$ cat src/verilog/dpf_pkg.sv
package dpf_pkg;

   // ***********************************************
   // Register map (byte addresses, 32-bit words)
   // ***********************************************
   localparam logic [7:0] REG_CMD      = 8'h00;  // Command, write starts
   localparam logic [7:0] REG_STATUS   = 8'h04;  // Busy and last error
   localparam logic [7:0] REG_BITS_LO  = 8'h08;  // Bit points 0..31
   localparam logic [7:0] REG_BITS_HI  = 8'h0C;  // Bit points 32..63
   localparam logic [7:0] REG_DATA_IN  = 8'h10;  // Word source operand
   localparam logic [7:0] REG_RESULT   = 8'h14;  // Packed or loaded word
   localparam logic [7:0] REG_FP_INFO  = 8'h18;  // Real operand fields
   localparam logic [7:0] REG_FRAC_LO  = 8'h1C;  // Fraction bits 31..0
   localparam logic [7:0] REG_FRAC_HI  = 8'h20;  // Fraction bits 51..32
   localparam logic [7:0] REG_IRQ_STAT = 8'h24;  // Sticky events, read clears
   localparam logic [7:0] REG_IRQ_MASK = 8'h28;  // Event enables

   // ***********************************************
   // Field positions and reset values
   // ***********************************************
   localparam int CMD_OP_LSB    = 0;   // op, 3 bits
   localparam int CMD_DBL_BIT   = 3;   // double precision
   localparam int CMD_KIND_LSB  = 4;   // storage kind, 2 bits
   localparam int CMD_DIG_LSB   = 8;   // digit count, 4 bits
   localparam int CMD_START_LSB = 16;  // start bit point, 5 bits
   localparam int CMD_ADDR_LSB  = 24;  // storage point, 4 bits
   localparam int ST_BUSY_BIT   = 0;
   localparam int ST_ERR_BIT    = 1;
   localparam int EV_DONE_BIT   = 0;
   localparam int EV_ERR_BIT    = 1;
   localparam int FI_POWER_LSB  = 16;
   localparam logic [31:0] REG_RST    = 32'h0000_0000;
   localparam logic [1:0]  EV_NONE    = 2'h0;

   // ***********************************************
   // Operand formats
   // ***********************************************
   localparam int DIGIT_BITS = 4;   // Points per digit
   localparam int MAX_DIGITS = 8;   // 32 points
   localparam int SP_EXP_W   = 8;
   localparam int SP_FRAC_W  = 23;
   localparam int DP_EXP_W   = 11;
   localparam int DP_FRAC_W  = 52;
   localparam logic [11:0] SP_BIAS = 12'h07F;  // 127
   localparam logic [11:0] DP_BIAS = 12'h3FF;  // 1023

   typedef enum logic [2:0] {OP_PACK, OP_UNPACK, OP_STORE, OP_LOAD, OP_FP} op_t;
   typedef enum logic [1:0] {KIND_WORD, KIND_LONG, KIND_BIT} kind_t;

   typedef struct packed {
      logic [3:0] addr;    // Base storage point
      logic [4:0] start;   // First bit point
      logic [3:0] digits;  // Nibble count
      logic [1:0] kind;    // Storage kind
      logic       dbl;     // Double precision
      logic [2:0] op;      // Operation
   } cmd_t;

   typedef struct packed {
      logic              sign;      // 1 means negative
      logic              zero;      // All bits clear
      logic              neg_zero;  // Only top bit set
      logic              invalid;   // Reserved exponent code
      logic signed [11:0] power;    // Unbiased exponent
      logic [51:0]       frac;      // Bits after the leading one
   } fp_info_t;

endpackage

$ cat src/verilog/point_mem.sv
`timescale 1ns/1ps

module point_mem #(
   parameter int W = 16,  // Bits per point
   parameter int D = 16   // Number of points
) (
   input  wire logic                 aclk,     // System clock
   input  wire logic                 we,       // Write strobe
   input  wire logic [$clog2(D)-1:0] waddr,    // Write point
   input  wire logic [W-1:0]         wdata,    // Write value
   input  wire logic [$clog2(D)-1:0] raddr,    // Read point
   output logic      [W-1:0]         rdata_q   // Registered read value
);

   logic [W-1:0] mem [D];  // Storage points, not reset

   // ***********************************************
   // Write port and registered read
   // ***********************************************
   always_ff @(posedge aclk)
   begin
      if (we)
      begin
         mem[waddr] <= wdata;
      end
      rdata_q <= mem[raddr];  // One cycle of read latency
   end

endmodule

$ cat src/verilog/fp_field_decode.sv
`timescale 1ns/1ps

module fp_field_decode (
   input  wire logic              [63:0] opnd,  // Operand, single in bits 31..0
   input  wire logic                     dbl,   // Double precision select
   output dpf_pkg::fp_info_t             info   // Decoded fields
);
   import dpf_pkg::*;

   // Single precision slices
   wire [SP_EXP_W-1:0]  sp_exp  = opnd[30:23];
   wire                 sp_zero = (opnd[31:0] == 32'h0000_0000);
   wire                 sp_nz   = (opnd[31:0] == 32'h8000_0000);
   wire                 sp_res  = (sp_exp == 8'hFF) || (sp_exp == 8'h00);
   // Double precision slices
   wire [DP_EXP_W-1:0]  dp_exp  = opnd[62:52];
   wire                 dp_zero = (opnd == 64'h0000_0000_0000_0000);
   wire                 dp_nz   = (opnd == 64'h8000_0000_0000_0000);
   wire                 dp_res  = (dp_exp == 11'h7FF) || (dp_exp == 11'h000);

   // ***********************************************
   // Field split and classification
   // ***********************************************
   always_comb
   begin
      if (dbl)
      begin
         info.sign     = opnd[63];
         info.frac     = opnd[DP_FRAC_W-1:0];
         info.power    = $signed({1'b0, dp_exp}) - $signed(DP_BIAS);
         info.zero     = dp_zero;
         info.neg_zero = dp_nz;
         info.invalid  = dp_res && !dp_zero && !dp_nz;
      end
      else
      begin
         info.sign     = opnd[31];
         info.frac     = {29'h0, opnd[SP_FRAC_W-1:0]};
         info.power    = $signed({4'h0, sp_exp}) - $signed(SP_BIAS);
         info.zero     = sp_zero;
         info.neg_zero = sp_nz;
         info.invalid  = sp_res && !sp_zero && !sp_nz;
      end
   end

endmodule

$ cat src/verilog/digit_pack_and_float_format.sv
// Functional notes
// - n digits cover 4n points from start
// - Range follows digit count; eight is full
// - Packed read zero-fills bits above span
// - Unpack updates only points inside span
// - Word storage holds 32 bits in two points
// - Long storage holds 32 bits per point
// - Double-word storage holds 32 bits per point
// - Real: single two words, double four words
// - Real operands never from bit points
// - Sign bit zero positive, one negative
// - Single exponent bias 127, FF/00 reserved
// - Double exponent bias 1023, 7FF/00 reserved
// - Real zero has every bit clear
// - Negative zero gives an operation error
`timescale 1ns/1ps

module digit_pack_and_float_format #(
   parameter int WORD_DEPTH = 16,  // Word points, 16 bits each
   parameter int LONG_DEPTH = 16   // Long or double-word points
) (
   input  wire logic        aclk,          // System clock
   input  wire logic        aresetn,       // Synchronous reset, low active
   input  wire logic [7:0]  s_axi_awaddr,  // Write address
   input  wire logic [2:0]  s_axi_awprot,  // Unused protection
   input  wire logic        s_axi_awvalid, // Write address valid
   output logic             s_axi_awready, // Write address ready
   input  wire logic [31:0] s_axi_wdata,   // Write data
   input  wire logic [3:0]  s_axi_wstrb,   // Byte enables
   input  wire logic        s_axi_wvalid,  // Write data valid
   output logic             s_axi_wready,  // Write data ready
   output logic [1:0]       s_axi_bresp,   // Write response
   output logic             s_axi_bvalid,  // Write response valid
   input  wire logic        s_axi_bready,  // Write response ready
   input  wire logic [7:0]  s_axi_araddr,  // Read address
   input  wire logic [2:0]  s_axi_arprot,  // Unused protection
   input  wire logic        s_axi_arvalid, // Read address valid
   output logic             s_axi_arready, // Read address ready
   output logic [31:0]      s_axi_rdata,   // Read data
   output logic [1:0]       s_axi_rresp,   // Read response
   output logic             s_axi_rvalid,  // Read data valid
   input  wire logic        s_axi_rready,  // Read data ready
   output logic             irq            // Level interrupt
);
   import dpf_pkg::*;

   // ***********************************************
   // Helper functions
   // ***********************************************
   // Ones over the 4n low bits of the span
   function automatic logic [31:0] span_mask(input logic [3:0] d);
      logic [5:0] w;
      w = {d[3:0], 2'b00};
      if (w >= 6'd32)
         span_mask = 32'hFFFF_FFFF;
      else
         span_mask = (32'h0000_0001 << w) - 32'h0000_0001;
   endfunction

   // Byte-lane merge of a bus write
   function automatic logic [31:0] merge_strb(input logic [31:0] o, n, input logic [3:0] s);
      for (int i = 0; i < 4; i++)
         merge_strb[8*i +: 8] = s[i] ? n[8*i +: 8] : o[8*i +: 8];
   endfunction

   // Points moved per operation
   function automatic logic [2:0] chunk_count(input cmd_t c);
      if (c.kind == KIND_LONG)
         chunk_count = (c.op == OP_FP && c.dbl) ? 3'd2 : 3'd1;
      else
         chunk_count = (c.op == OP_FP && c.dbl) ? 3'd4 : 3'd2;
   endfunction

   typedef enum logic [1:0] {S_IDLE, S_RUN} state_t;

   // ***********************************************
   // State
   // ***********************************************
   state_t       state_q;       // Engine state
   cmd_t         cmd_q;         // Command being run
   logic [2:0]   step_q;        // Point counter
   logic [63:0]  bits_q;        // Bit points 0..63
   logic [31:0]  data_in_q;     // Word source
   logic [31:0]  result_q;      // Packed or loaded word
   logic [63:0]  opnd_q;        // Gathered operand
   fp_info_t     fp_q;          // Last decoded real operand
   logic         err_q;         // Last operation failed
   logic [1:0]   ev_q;          // Sticky events
   logic [1:0]   mask_q;        // Event enables
   logic [7:0]   aw_addr_q;     // Held write address
   logic [31:0]  w_data_q;      // Held write data
   logic [3:0]   w_strb_q;      // Held byte enables

   // ***********************************************
   // Bus decode
   // ***********************************************
   wire wr_fire  = !s_axi_awready && !s_axi_wready && !s_axi_bvalid;
   wire rd_fire  = s_axi_arvalid && s_axi_arready;
   wire wr_cmd   = wr_fire && (aw_addr_q == REG_CMD);
   wire wr_blo   = wr_fire && (aw_addr_q == REG_BITS_LO);
   wire wr_bhi   = wr_fire && (aw_addr_q == REG_BITS_HI);
   wire wr_din   = wr_fire && (aw_addr_q == REG_DATA_IN);
   wire wr_mask  = wr_fire && (aw_addr_q == REG_IRQ_MASK);
   wire rd_stat  = rd_fire && (s_axi_araddr == REG_IRQ_STAT);
   // Software view of CMD; struct keeps the bus field order but packs out the gaps
   wire [31:0] cmd_img = {4'h0, cmd_q[18:15], 3'h0, cmd_q[14:10], 4'h0, cmd_q[9:6], 2'h0, cmd_q[5:0]};
   wire [31:0] cmd_w   = merge_strb(cmd_img, w_data_q, w_strb_q);
   wire cmd_t new_cmd  = {cmd_w[27:24], cmd_w[20:16], cmd_w[11:8], cmd_w[5:0]};

   logic [31:0] rd_val;  // Read mux
   logic        rd_hit;  // Mapped address
   always_comb
   begin
      rd_hit = 1'b1;
      unique case (s_axi_araddr)
         REG_CMD:      rd_val = cmd_img;
         REG_STATUS:   rd_val = {30'h0, err_q, state_q != S_IDLE};
         REG_BITS_LO:  rd_val = bits_q[31:0];
         REG_BITS_HI:  rd_val = bits_q[63:32];
         REG_DATA_IN:  rd_val = data_in_q;
         REG_RESULT:   rd_val = result_q;
         REG_FP_INFO:  rd_val = {4'h0, fp_q.power, 12'h0, fp_q.sign, fp_q.invalid,
                                 fp_q.neg_zero, fp_q.zero};
         REG_FRAC_LO:  rd_val = fp_q.frac[31:0];
         REG_FRAC_HI:  rd_val = {12'h0, fp_q.frac[51:32]};
         REG_IRQ_STAT: rd_val = {30'h0, ev_q};
         REG_IRQ_MASK: rd_val = {30'h0, mask_q};
         default:
         begin
            rd_val = 32'h0000_0000;  // Unmapped reads as zero with error
            rd_hit = 1'b0;
         end
      endcase
   end

   // ***********************************************
   // Digit datapath
   // ***********************************************
   wire [31:0] dmask     = span_mask(cmd_q.digits);
   // Lowest point of the span lands in bit 0, rest cleared
   wire [63:0] shifted   = bits_q >> cmd_q.start;
   wire [31:0] packed_v  = shifted[31:0] & dmask;
   wire [63:0] span64    = {32'h0, dmask} << cmd_q.start;
   wire [63:0] ins64     = {32'h0, data_in_q & dmask} << cmd_q.start;
   // Points past the span keep their old state
   wire [63:0] unpacked  = (bits_q & ~span64) | ins64;

   // ***********************************************
   // Storage and operand gathering
   // ***********************************************
   localparam int WA = $clog2(WORD_DEPTH);
   localparam int LA = $clog2(LONG_DEPTH);
   wire        is_long  = (cmd_q.kind == KIND_LONG);
   wire [2:0]  n_chunk  = chunk_count(cmd_q);
   wire        running  = (state_q == S_RUN);
   wire        st_phase = running && (cmd_q.op == OP_STORE) && (step_q < n_chunk);
   wire [WA-1:0] w_addr = WA'(cmd_q.addr) + WA'(step_q);  // Pairs are consecutive
   wire [LA-1:0] l_addr = LA'(cmd_q.addr) + LA'(step_q);
   wire [15:0] w_rd;                        // Word point read
   wire [31:0] l_rd;                        // Long point read
   // Low half of a word pair sits in the lower point
   wire [15:0] w_wr     = step_q[0] ? data_in_q[31:16] : data_in_q[15:0];

   point_mem #(.W(16), .D(WORD_DEPTH)) u_words (
      .aclk    (aclk),
      .we      (st_phase && !is_long),
      .waddr   (w_addr),
      .wdata   (w_wr),
      .raddr   (w_addr),
      .rdata_q (w_rd)
   );

   point_mem #(.W(32), .D(LONG_DEPTH)) u_longs (
      .aclk    (aclk),
      .we      (st_phase && is_long),   // One point holds 32 bits
      .waddr   (l_addr),
      .wdata   (data_in_q),
      .raddr   (l_addr),
      .rdata_q (l_rd)
   );

   // Place the point read last cycle into the gathered operand
   logic [63:0] opnd_nx;
   always_comb
   begin
      opnd_nx = opnd_q;
      if (step_q != 3'd0)
      begin
         if (is_long)
            opnd_nx[32*(step_q-3'd1) +: 32] = l_rd;
         else
            opnd_nx[16*(step_q-3'd1) +: 16] = w_rd;
      end
   end

   fp_info_t fp_dec;  // Fields of the operand now gathered

   fp_field_decode u_fp (
      .opnd (opnd_nx),
      .dbl  (cmd_q.dbl),
      .info (fp_dec)
   );

   // ***********************************************
   // Command checks and completion
   // ***********************************************
   wire dig_bad  = (new_cmd.digits == 4'h0) || (new_cmd.digits > 4'(MAX_DIGITS));
   wire needs_d  = (new_cmd.op == OP_PACK) || (new_cmd.op == OP_UNPACK);
   // Real operands only come from word or typed storage
   wire fp_bit   = (new_cmd.op == OP_FP) && (new_cmd.kind == KIND_BIT);
   wire kind_bad = (new_cmd.op inside {OP_STORE, OP_LOAD})
                   && (new_cmd.kind == KIND_BIT);
   wire op_bad   = (new_cmd.op > OP_FP) || (needs_d && dig_bad) || fp_bit || kind_bad;
   wire start    = wr_cmd && (state_q == S_IDLE);
   wire reject   = start && op_bad;
   wire simple   = (cmd_q.op == OP_PACK) || (cmd_q.op == OP_UNPACK);
   wire fin_xfer = (cmd_q.op == OP_STORE) ? (step_q == n_chunk - 3'd1)
                                          : (step_q == n_chunk);
   wire finish   = running && (simple || fin_xfer);
   wire fp_err   = (cmd_q.op == OP_FP) && (fp_dec.neg_zero || fp_dec.invalid);
   wire [1:0] ev_set = {reject || (finish && fp_err), finish};

   // ***********************************************
   // Engine
   // ***********************************************
   always_ff @(posedge aclk)
   begin
      if (!aresetn)
      begin
         state_q <= S_IDLE;
         cmd_q   <= '0;
         step_q  <= 3'd0;
         opnd_q  <= 64'h0;
         err_q   <= 1'b0;
      end
      else if (start)
      begin
         cmd_q   <= new_cmd;   // Refused while busy
         step_q  <= 3'd0;
         opnd_q  <= 64'h0;
         err_q   <= op_bad;
         state_q <= op_bad ? S_IDLE : S_RUN;
      end
      else if (running)
      begin
         opnd_q  <= opnd_nx;
         step_q  <= step_q + 3'd1;
         if (finish)
         begin
            state_q <= S_IDLE;
            err_q   <= fp_err;
         end
      end
   end

   // Datapath results
   always_ff @(posedge aclk)
   begin
      if (!aresetn)
      begin
         result_q <= REG_RST;
         fp_q     <= '0;
      end
      else if (finish)
      begin
         if (cmd_q.op == OP_PACK)
            result_q <= packed_v;
         else if (cmd_q.op == OP_LOAD)
            result_q <= opnd_nx[31:0];
         if (cmd_q.op == OP_FP)
            fp_q     <= fp_dec;
      end
   end

   // Software registers; the engine's unpack wins a clash
   always_ff @(posedge aclk)
   begin
      if (!aresetn)
      begin
         bits_q    <= {REG_RST, REG_RST};
         data_in_q <= REG_RST;
         mask_q    <= EV_NONE;
      end
      else
      begin
         if (finish && cmd_q.op == OP_UNPACK)
            bits_q <= unpacked;
         else if (wr_blo)
            bits_q[31:0]  <= merge_strb(bits_q[31:0], w_data_q, w_strb_q);
         else if (wr_bhi)
            bits_q[63:32] <= merge_strb(bits_q[63:32], w_data_q, w_strb_q);
         if (wr_din)
            data_in_q <= merge_strb(data_in_q, w_data_q, w_strb_q);
         if (wr_mask && w_strb_q[0])
            mask_q <= w_data_q[1:0];
      end
   end

   // ***********************************************
   // Interrupt
   // ***********************************************
   // A new event in the clearing read cycle survives
   always_ff @(posedge aclk)
   begin
      if (!aresetn)
      begin
         ev_q <= EV_NONE;
         irq  <= 1'b0;
      end
      else
      begin
         ev_q <= (rd_stat ? EV_NONE : ev_q) | ev_set;
         irq  <= |(ev_q & mask_q);
      end
   end

   // ***********************************************
   // AXI4-Lite handshakes
   // ***********************************************
   // Address and data are held separately, then written together
   always_ff @(posedge aclk)
   begin
      if (!aresetn)
      begin
         s_axi_awready <= 1'b1;
         s_axi_wready  <= 1'b1;
         s_axi_bvalid  <= 1'b0;
         s_axi_bresp   <= 2'b00;
         aw_addr_q     <= 8'h00;
         w_data_q      <= REG_RST;
         w_strb_q      <= 4'h0;
      end
      else
      begin
         if (s_axi_awvalid && s_axi_awready)
         begin
            aw_addr_q     <= s_axi_awaddr;
            s_axi_awready <= 1'b0;
         end
         if (s_axi_wvalid && s_axi_wready)
         begin
            w_data_q     <= s_axi_wdata;
            w_strb_q     <= s_axi_wstrb;
            s_axi_wready <= 1'b0;
         end
         if (wr_fire)
         begin
            s_axi_bvalid <= 1'b1;
            s_axi_bresp  <= (aw_addr_q > REG_IRQ_MASK || aw_addr_q[1:0] != 2'b00)
                            ? 2'b10 : 2'b00;
         end
         else if (s_axi_bvalid && s_axi_bready)
         begin
            s_axi_bvalid  <= 1'b0;
            s_axi_awready <= 1'b1;
            s_axi_wready  <= 1'b1;
         end
      end
   end

   // Single read in flight; data sampled at address acceptance
   always_ff @(posedge aclk)
   begin
      if (!aresetn)
      begin
         s_axi_arready <= 1'b1;
         s_axi_rvalid  <= 1'b0;
         s_axi_rdata   <= REG_RST;
         s_axi_rresp   <= 2'b00;
      end
      else if (rd_fire)
      begin
         s_axi_arready <= 1'b0;
         s_axi_rvalid  <= 1'b1;
         s_axi_rdata   <= rd_val;
         s_axi_rresp   <= rd_hit ? 2'b00 : 2'b10;
      end
      else if (s_axi_rvalid && s_axi_rready)
      begin
         s_axi_rvalid  <= 1'b0;
         s_axi_arready <= 1'b1;
      end
   end

endmodule

$ cat config.mk
export PLATFORM = sky130hd
export DESIGN_NAME = digit_pack_and_float_format
export DESIGN_NICKNAME = d
export VERILOG_FILES = /design/src/verilog/dpf_pkg.sv /design/src/verilog/point_mem.sv /design/src/verilog/fp_field_decode.sv /design/src/verilog/digit_pack_and_float_format.sv
export SDC_FILE = /design/constraint.sdc
export NUM_CORES = 2
export LEC_CHECK = 0
export BUFFER_PORTS_ARGS = -buffer_cell sky130_fd_sc_hd__buf_2
export CAP_MARGIN = 10
export CORE_UTILIZATION = 35
export CTS_CLUSTER_DIAMETER = 80
export DETAILED_ROUTE_END_ITERATION = 6
export GPL_TIMING_DRIVEN = 0
export SYNTH_ARGS = -nofsm -noshare
export SYNTH_HDL_FRONTEND = slang
export SYNTH_HIERARCHICAL = 1
export SYNTH_SLANG_ARGS = --single-unit
export TNS_END_PERCENT = 30
$ cat constraint.sdc
create_clock -name aclk -period 8.3 [get_ports aclk]
set_clock_uncertainty 0.05 [all_clocks]
set_input_delay 0.83 -clock aclk [delete_from_list [all_inputs] [get_ports aclk]]
set_output_delay 0.83 -clock aclk [all_outputs]
set_load 0.1 [all_outputs]
### Word level (Yosys, flattened, before mapping)

Memories as Yosys holds them, arrays and structs flattened. A register that Yosys moved wholly into a read port is not among the register bits.
Cells that the tools add are included.

| storage, ports and cells | value |
|---|---|
| flip-flop bits (word level) | 375 |
| bits in writable memories | 768 |
| input bits | 65 |
| output and inout bits | 42 |
| word-level logic and storage cells | 256 |
| memories kept | 2 |

Memories:

| memory | depth | bits a word | read ports | clocked after memory_dff | write ports | RTL line | text |
|---|---|---|---|---|---|---|---|
| u_longs.mem | 16 | 32 | 1 | 1 | 1 | point_mem.sv:15 | `logic [W-1:0] mem [D];` |
| u_words.mem | 16 | 16 | 1 | 1 | 1 | point_mem.sv:15 |  |

| operators by class | value |
|---|---|
| add/sub/neg operators | 9 |
| $lt $le $gt $ge | 5 |
| equal/unequal tests | 32 |
| shifts and indexed selects | 8 |
| multiplexer cells | 51 |
| bitwise operators | 8 |
| reductions and logical operators | 98 |

Operators by type and width:

| cell | number |
|---|---|
| case mux 32 bit (11 select lines) | 1 |
| 2-to-1 mux 32 bit | 6 |
| 2-to-1 mux 64 bit | 3 |
| bitwise mux 64 bit | 2 |
| left shift 32 x 5 -> 64 bit | 2 |
| 2-to-1 mux 68 bit | 1 |
| negator 32 -> 34 bit | 2 |
| AND 32 bit | 2 |
| AND 64 bit | 1 |
| equality test 64 bit (second input constant) | 1 |
| zero test 64 bit | 1 |
| NOT 64 bit | 1 |
| bitwise OR 64 bit | 1 |
| variable shift 16 x 34 -> 64 bit (first input constant) | 1 |
| variable shift 32 x 34 -> 64 bit (first input constant) | 1 |
| variable part select 16 x 34 -> 64 bit | 1 |
| variable part select 32 x 34 -> 64 bit | 1 |
| right shift 64 x 5 -> 32 bit | 1 |
| equality test 8 x 5 -> 1 bit (second input constant) | 5 |
| equality test 32 bit (second input constant) | 1 |
| equality test 8 x 4 -> 1 bit (second input constant) | 4 |
| equality test 8 x 6 -> 1 bit (second input constant) | 4 |
| logical AND 1 bit | 32 |
| zero test 32 bit | 1 |
| 46 further kinds | 135 |

### Logic depth before layout (Yosys ltp)

| logic depth | value |
|---|---|
| depth in word-level cells | 16 |
| gate-level depth with buffers | 25 |
| depth with buffers taken out | 22 |

### By module

The synthesis kept the hierarchy.

Modules (own cells, without submodules):

| module | instances | cells an instance | area each (um^2) |
|---|---|---|---|
| digit_pack_and_float_format | 1 | 3,506 | 26,300.2 |
| point_mem at u_longs | 1 | 838 | 19,835.3 |
| point_mem at u_words | 1 | 432 | 10,042.1 |
| fp_field_decode | 1 | 162 | 1,058.5 |

### Least setup slack after synthesis

No wires, ideal clock.

| timing path | value |
|---|---|
| path type | flip-flop to flip-flop |
| start | register cmd_q (netlist bit cmd_img[5]) |
| end | memory u_longs.mem[0][0] (enable) |
| arrival time | 4.964 ns |
| path slack | 2.825 ns |
| stages on the path, launching flop included | 13 |
| buffers on the path | 3 |
| period minus slack after synthesis | 5.475 ns |
| path through | dfxtp_1 -> nand2b_1 -> buf_2 -> clkbuf_1 -> clkbuf_1 -> ha_1 -> inv_1 -> ha_1 -> o21ai_0 -> nand4b_1 -> nor2_1 -> or3b_2 -> nor3_1 |

| on the way | value |
|---|---|
| word-level cells in the longest chain between the ends | 7 |

Ends and longest elaborated chain:

| item | RTL line | text |
|---|---|---|
| from (decl) | digit_pack_and_float_format.sv:80 | `cmd_t cmd_q;` |
| from (signal assigned) | digit_pack_and_float_format.sv:238 | `cmd_q <= new_cmd;` |
| equality test 2 x 1 -> 1 bit * | digit_pack_and_float_format.sv:68, digit_pack_and_float_format.sv:153 |  |
| 2-to-1 mux 3 bit | digit_pack_and_float_format.sv:68 | `if (c.kind == KIND_LONG)` |
| less-than comparator 3 bit | digit_pack_and_float_format.sv:156 | `wire st_phase = running && (cmd_q.op == OP_STORE) && (step_q < n_chunk);` |
| logical AND 1 bit | digit_pack_and_float_format.sv:156 |  |
| logical AND 1 bit * | digit_pack_and_float_format.sv:175 | `.we (st_phase && is_long),` |
| 2-to-1 mux 1 bit * | point_mem.sv:22 | `if (we)` |
| 2-to-1 mux 1 bit (implied by the code) * | point_mem.sv:24 | `mem[waddr] <= wdata;` |
| to (decl) | point_mem.sv:15 |  |

Mark *: on every way between the ends. The rest lies on a longest branch, timed or not.

==> flow_summary.ini <==
[cts]
clock_path_buffers = 3
cts_inserted_buffers = 136
h-tree-depth = 4
tritoncts = done
cts_hold_buf = 0
post_cts.repair.setup_buffers = 0
ctsRootBufferMaster = clkbuf_16
cts.clk_slew.worst_paths_ns = 0.06
clk_latency_ns = 0.80
cts_resized = 0
cts.sinks = 1188

[synth]
synth_area_leaders = edfxtp_1 40%, dfxtp_1 15%, mux4_2 9.4%, nand2_1 4.6%, a21oi_1 3.3%
ys_async_sr_fraction = 0
yosys_warnings = 6
netlist_instances = 4938
synth.area.mux_share = 0.120
synth_top_area_frac = 0.403
yosys.area_share.simple = 0.118
synth_edf_count = 768
synth_adder_area_share = 0.00625
synth_top_family_by_area = compound AO/OA/AOI/OAI gates
synthFlopType = edfxtp_1
yosysUniqueCellTypes = 118
avgSynthCellArea_sq_um = 11.6
synthesis.area_sq_um = 57200
synth.largest_area_cell = edfxtp_1
synth-seq-area-share = 0.550
yosys_register_bits = 1188
synth_compound_area_frac = 0.164
synth_xor_area_frac = 0.00393

[global_route]
overflow = 0
grt_pass1_wl_um = 400000
antenna_found_initial = 25
grtUsageTotal = 0.360
grt_start_max_net_pins = 24
top_usage_layer = met2
grtUsageMet3 = 0.121
grt_use_met1 = 0.474
grt_pass1_vias = 45700
met2_usage = 0.517

[status]
status = complete, but fails checks
violations = DRC, capacitance limit, slew limit

[setup_path]
critPathLaunchType = flip-flop
crit_path_top_delay_cell = o221ai_1
cp_data_arrival_time_ns = 8.42
crit_type = reg2reg
critical-path-top-delay-family = simple AND/OR/NAND/NOR gates
critical_path.max_stage_delay_ns = 0.70
path_cells = clkbuf_1 > inv_1 > ha_1 > clkbuf_1 > nand3_1 > inv_1 > ha_1 > nor4bb_1 > nand4b_1 > clkbuf_1 > o221ai_1 > inv_1 > nor4_1 > nand4_1 > or3_4 > or4_4 > o22ai_1 > nor2_1 > nor2_1 > a211o_1 > and3_1
required_ns = 8.99
worstSetupEndpointType = flip-flop
critPathBufInv = 6
path_max_fanout = 11

[finish]
final_nets = 5347
finalInstanceArea_sq_um = 66400
syn2layout_area_growth_pct = 16.1
drive_gt1_frac = 0.185
stdcell_count = 7551
final_core_util = 0.409

[pwr]
power.density_nw_per_um2 = 192
p_leak_nw = 21.7
ir_drop_mv = 0.199

[sta]
grt_setup_unrepaired = false
finalSetupViolations = 0
slew_viol_final = 22
fmax_mhz = 129
finalHoldViolCount = 0
slew_headroom = -0.0353
fin_setup_tns_ns = 0
period_share = 0.931
worstMarginPinSlew_ns = 1.55
post-route-min-period_ns = 7.73

[floorplan]
dieWidth_um = 406
io_pins = 107
fp-row-count = 148
core_sq_um = 163000
start_util = 0.352
die_height_um = 406
die_area_sq_um = 165000

[hold_path]
min_path_type = in2reg

[detailed_routing]
drt-pass1-iter-count = 7
wl_um = 302000
wl_per_cell_um = 39.9
antenna_left = 0
drc_errors = 36
drt_iter0_drc = 7084
num_vias = 48500
viasPerCell = 6.43

[placed_design]
numPortBuffers = 96
dp.cells = 7287
placed_cell_area_sq_um = 61900
gp_congestion = 1.13
hpwl_um = 229000

[flow_run]
max_cap_violations = 2
-- cells by family (layout without fill, tap and decap cells) --
| logic type | Yosys count | count (layout) |
|---|---|---|
| compound gates | 1386 | 1386 |
| xor+xnor | 24 | 24 |
| fa+ha+maj | 28 | 28 |
| buf+inv | 465 | 890 |
| flops | 1188 | 1188 |
| mux | 367 | 367 |
| other cells | 1 | 14 |
| simple gates | 1479 | 1479 |
-- flip-flops by register name, indices dropped and copies added (netlist names), 2 cells and up --
| name | cells |
|---|---|
| aw_addr_q | 8 |
| bits_q | 64 |
| cmd_img | 19 |
| data_in_q | 32 |
| ev_q | 2 |
| fp_q | 68 |
| mask_q | 2 |
| opnd_q | 64 |
| result_q | 32 |
| s_axi_rdata | 32 |
| step_q | 3 |
| u_longs/mem | 512 |
| u_longs/rdata_q | 32 |
| u_words/mem | 256 |
| u_words/rdata_q | 16 |
| w_data_q | 32 |
| w_strb_q | 4 |
-- worst register-to-register path, stage by stage, from the launching register on --
cell,delay [ns]
dfxtp_1,0.42
clkbuf_1,0.38
inv_1,0.36
ha_1,0.51
clkbuf_1,0.46
nand3_1,0.24
inv_1,0.14
ha_1,0.20
nor4bb_1,0.42
nand4b_1,0.35
clkbuf_1,0.36
o221ai_1,0.70
inv_1,0.37
nor4_1,0.35
nand4_1,0.20
or3_4,0.44
or4_4,0.57
o22ai_1,0.25
nor2_1,0.10
nor2_1,0.49
a211o_1,0.18
and3_1,0.14
-- synth_stat cells, drive strengths merged (19+ instances only) --
cell type	instances
edfxtp	768
nand2	702
dfxtp	420
a21oi	385
nor2	330
o21ai	250
mux4	248
clkbuf	215
buf	196
a22oi	164
nand3	103
nor3	75
a31oi	74
mux2i	66
mux2	53
inv	52
and2	49
a221oi	48
o22ai	46
a221o	39
nand2b	39
a211oi	37
o211ai	30
o21ba	29
ha	27
nor2b	27
o21a	27
a22o	26
nor4	24
or2	21
or3	21
a21o	19
-- report_power, final --
part	switching (W)	leakage (nW)	total (W)	internal, W
Sequential	0.0000564	10.5	0.00630	0.00625
Clock	0.00258	2.16	0.00602	0.00344
Combinational	0.000320	8.97	0.000407	0.0000869
-- per-stage QoR --
| step | worst slack [ns] | hold slack, ns | power (W) |
|---|---|---|---|
| final | 0.571 | 0.203 | 0.0127 |
| after global routing | 0.331 | 0.219 | 0.0130 |
| after CTS | 0.887 | 0.170 | 0.0128 |
| after detailed placement | 0.879 | 0.402 | 0.00681 |
| after global placement | -0.903 | 0.397 | 0.00681 |
| after floorplan | 2.83 | 0.386 | 0.00663 |
-- routing by layer --
layer	vias to the layer above	wire length [um]	share of wire
met2	3365	125000	0.41
met5	-	156	0.00052
met4	20	20300	0.067
li1	19600	-	-
met3	872	35200	0.12
met1	24700	121000	0.40
-- layout make-up --
| class | instances | area (sq um) |
|---|---|---|
| Clock buffer | 186 | 3730 |
| Fill cell | 15600 | 96200 |
| Antenna cell | 12 | 30.0 |
| Tap cell | 2175 | 2720 |
| Sequential cell | 1188 | 31500 |
| Timing Repair Buffer | 177 | 1820 |
| Buffer | 411 | 1980 |
| Multi-Input combinational cell | 3286 | 23800 |
| Clock inverter | 62 | 679 |
| Inverter | 54 | 203 |
-- final timing paths --
check,start,to,slack (ns),cells past startpoint
worst min-delay path,s_axi_wvalid,s_axi_wready,0.20,2
worst max register to register,step_q[0],err_q,0.57,21
worst max-delay path,step_q[0],err_q,0.57,21
worst min register to register,fp_q[7],fp_q[7],0.42,2
-- layout by cell type (no fill, tap or decap), types with 23 or more instances in the layout --
cell type and instances:
a211oi_1 35, a21oi_1 383, a221o_1 39, a221oi_1 46
a22o_1 26, a22oi_1 164, a31oi_1 72, and2_1 47
buf_1 40, buf_2 179, buf_4 69, buf_6 30
buf_8 24, clkbuf_1 251, clkbuf_16 137, clkinv_2 23
dfxtp_1 407, edfxtp_1 768, ha_1 27, inv_1 49
mux2_2 53, mux2i_1 65, mux4_2 238, nand2_1 701
nand2b_1 39, nand3_1 103, nor2_1 303, nor2b_1 27
nor3_1 65, o211ai_1 30, o21a_1 27, o21ai_0 240
o21ba_2 29, o22ai_1 35
No activity file was read; power rests on OpenSTA's default activity.
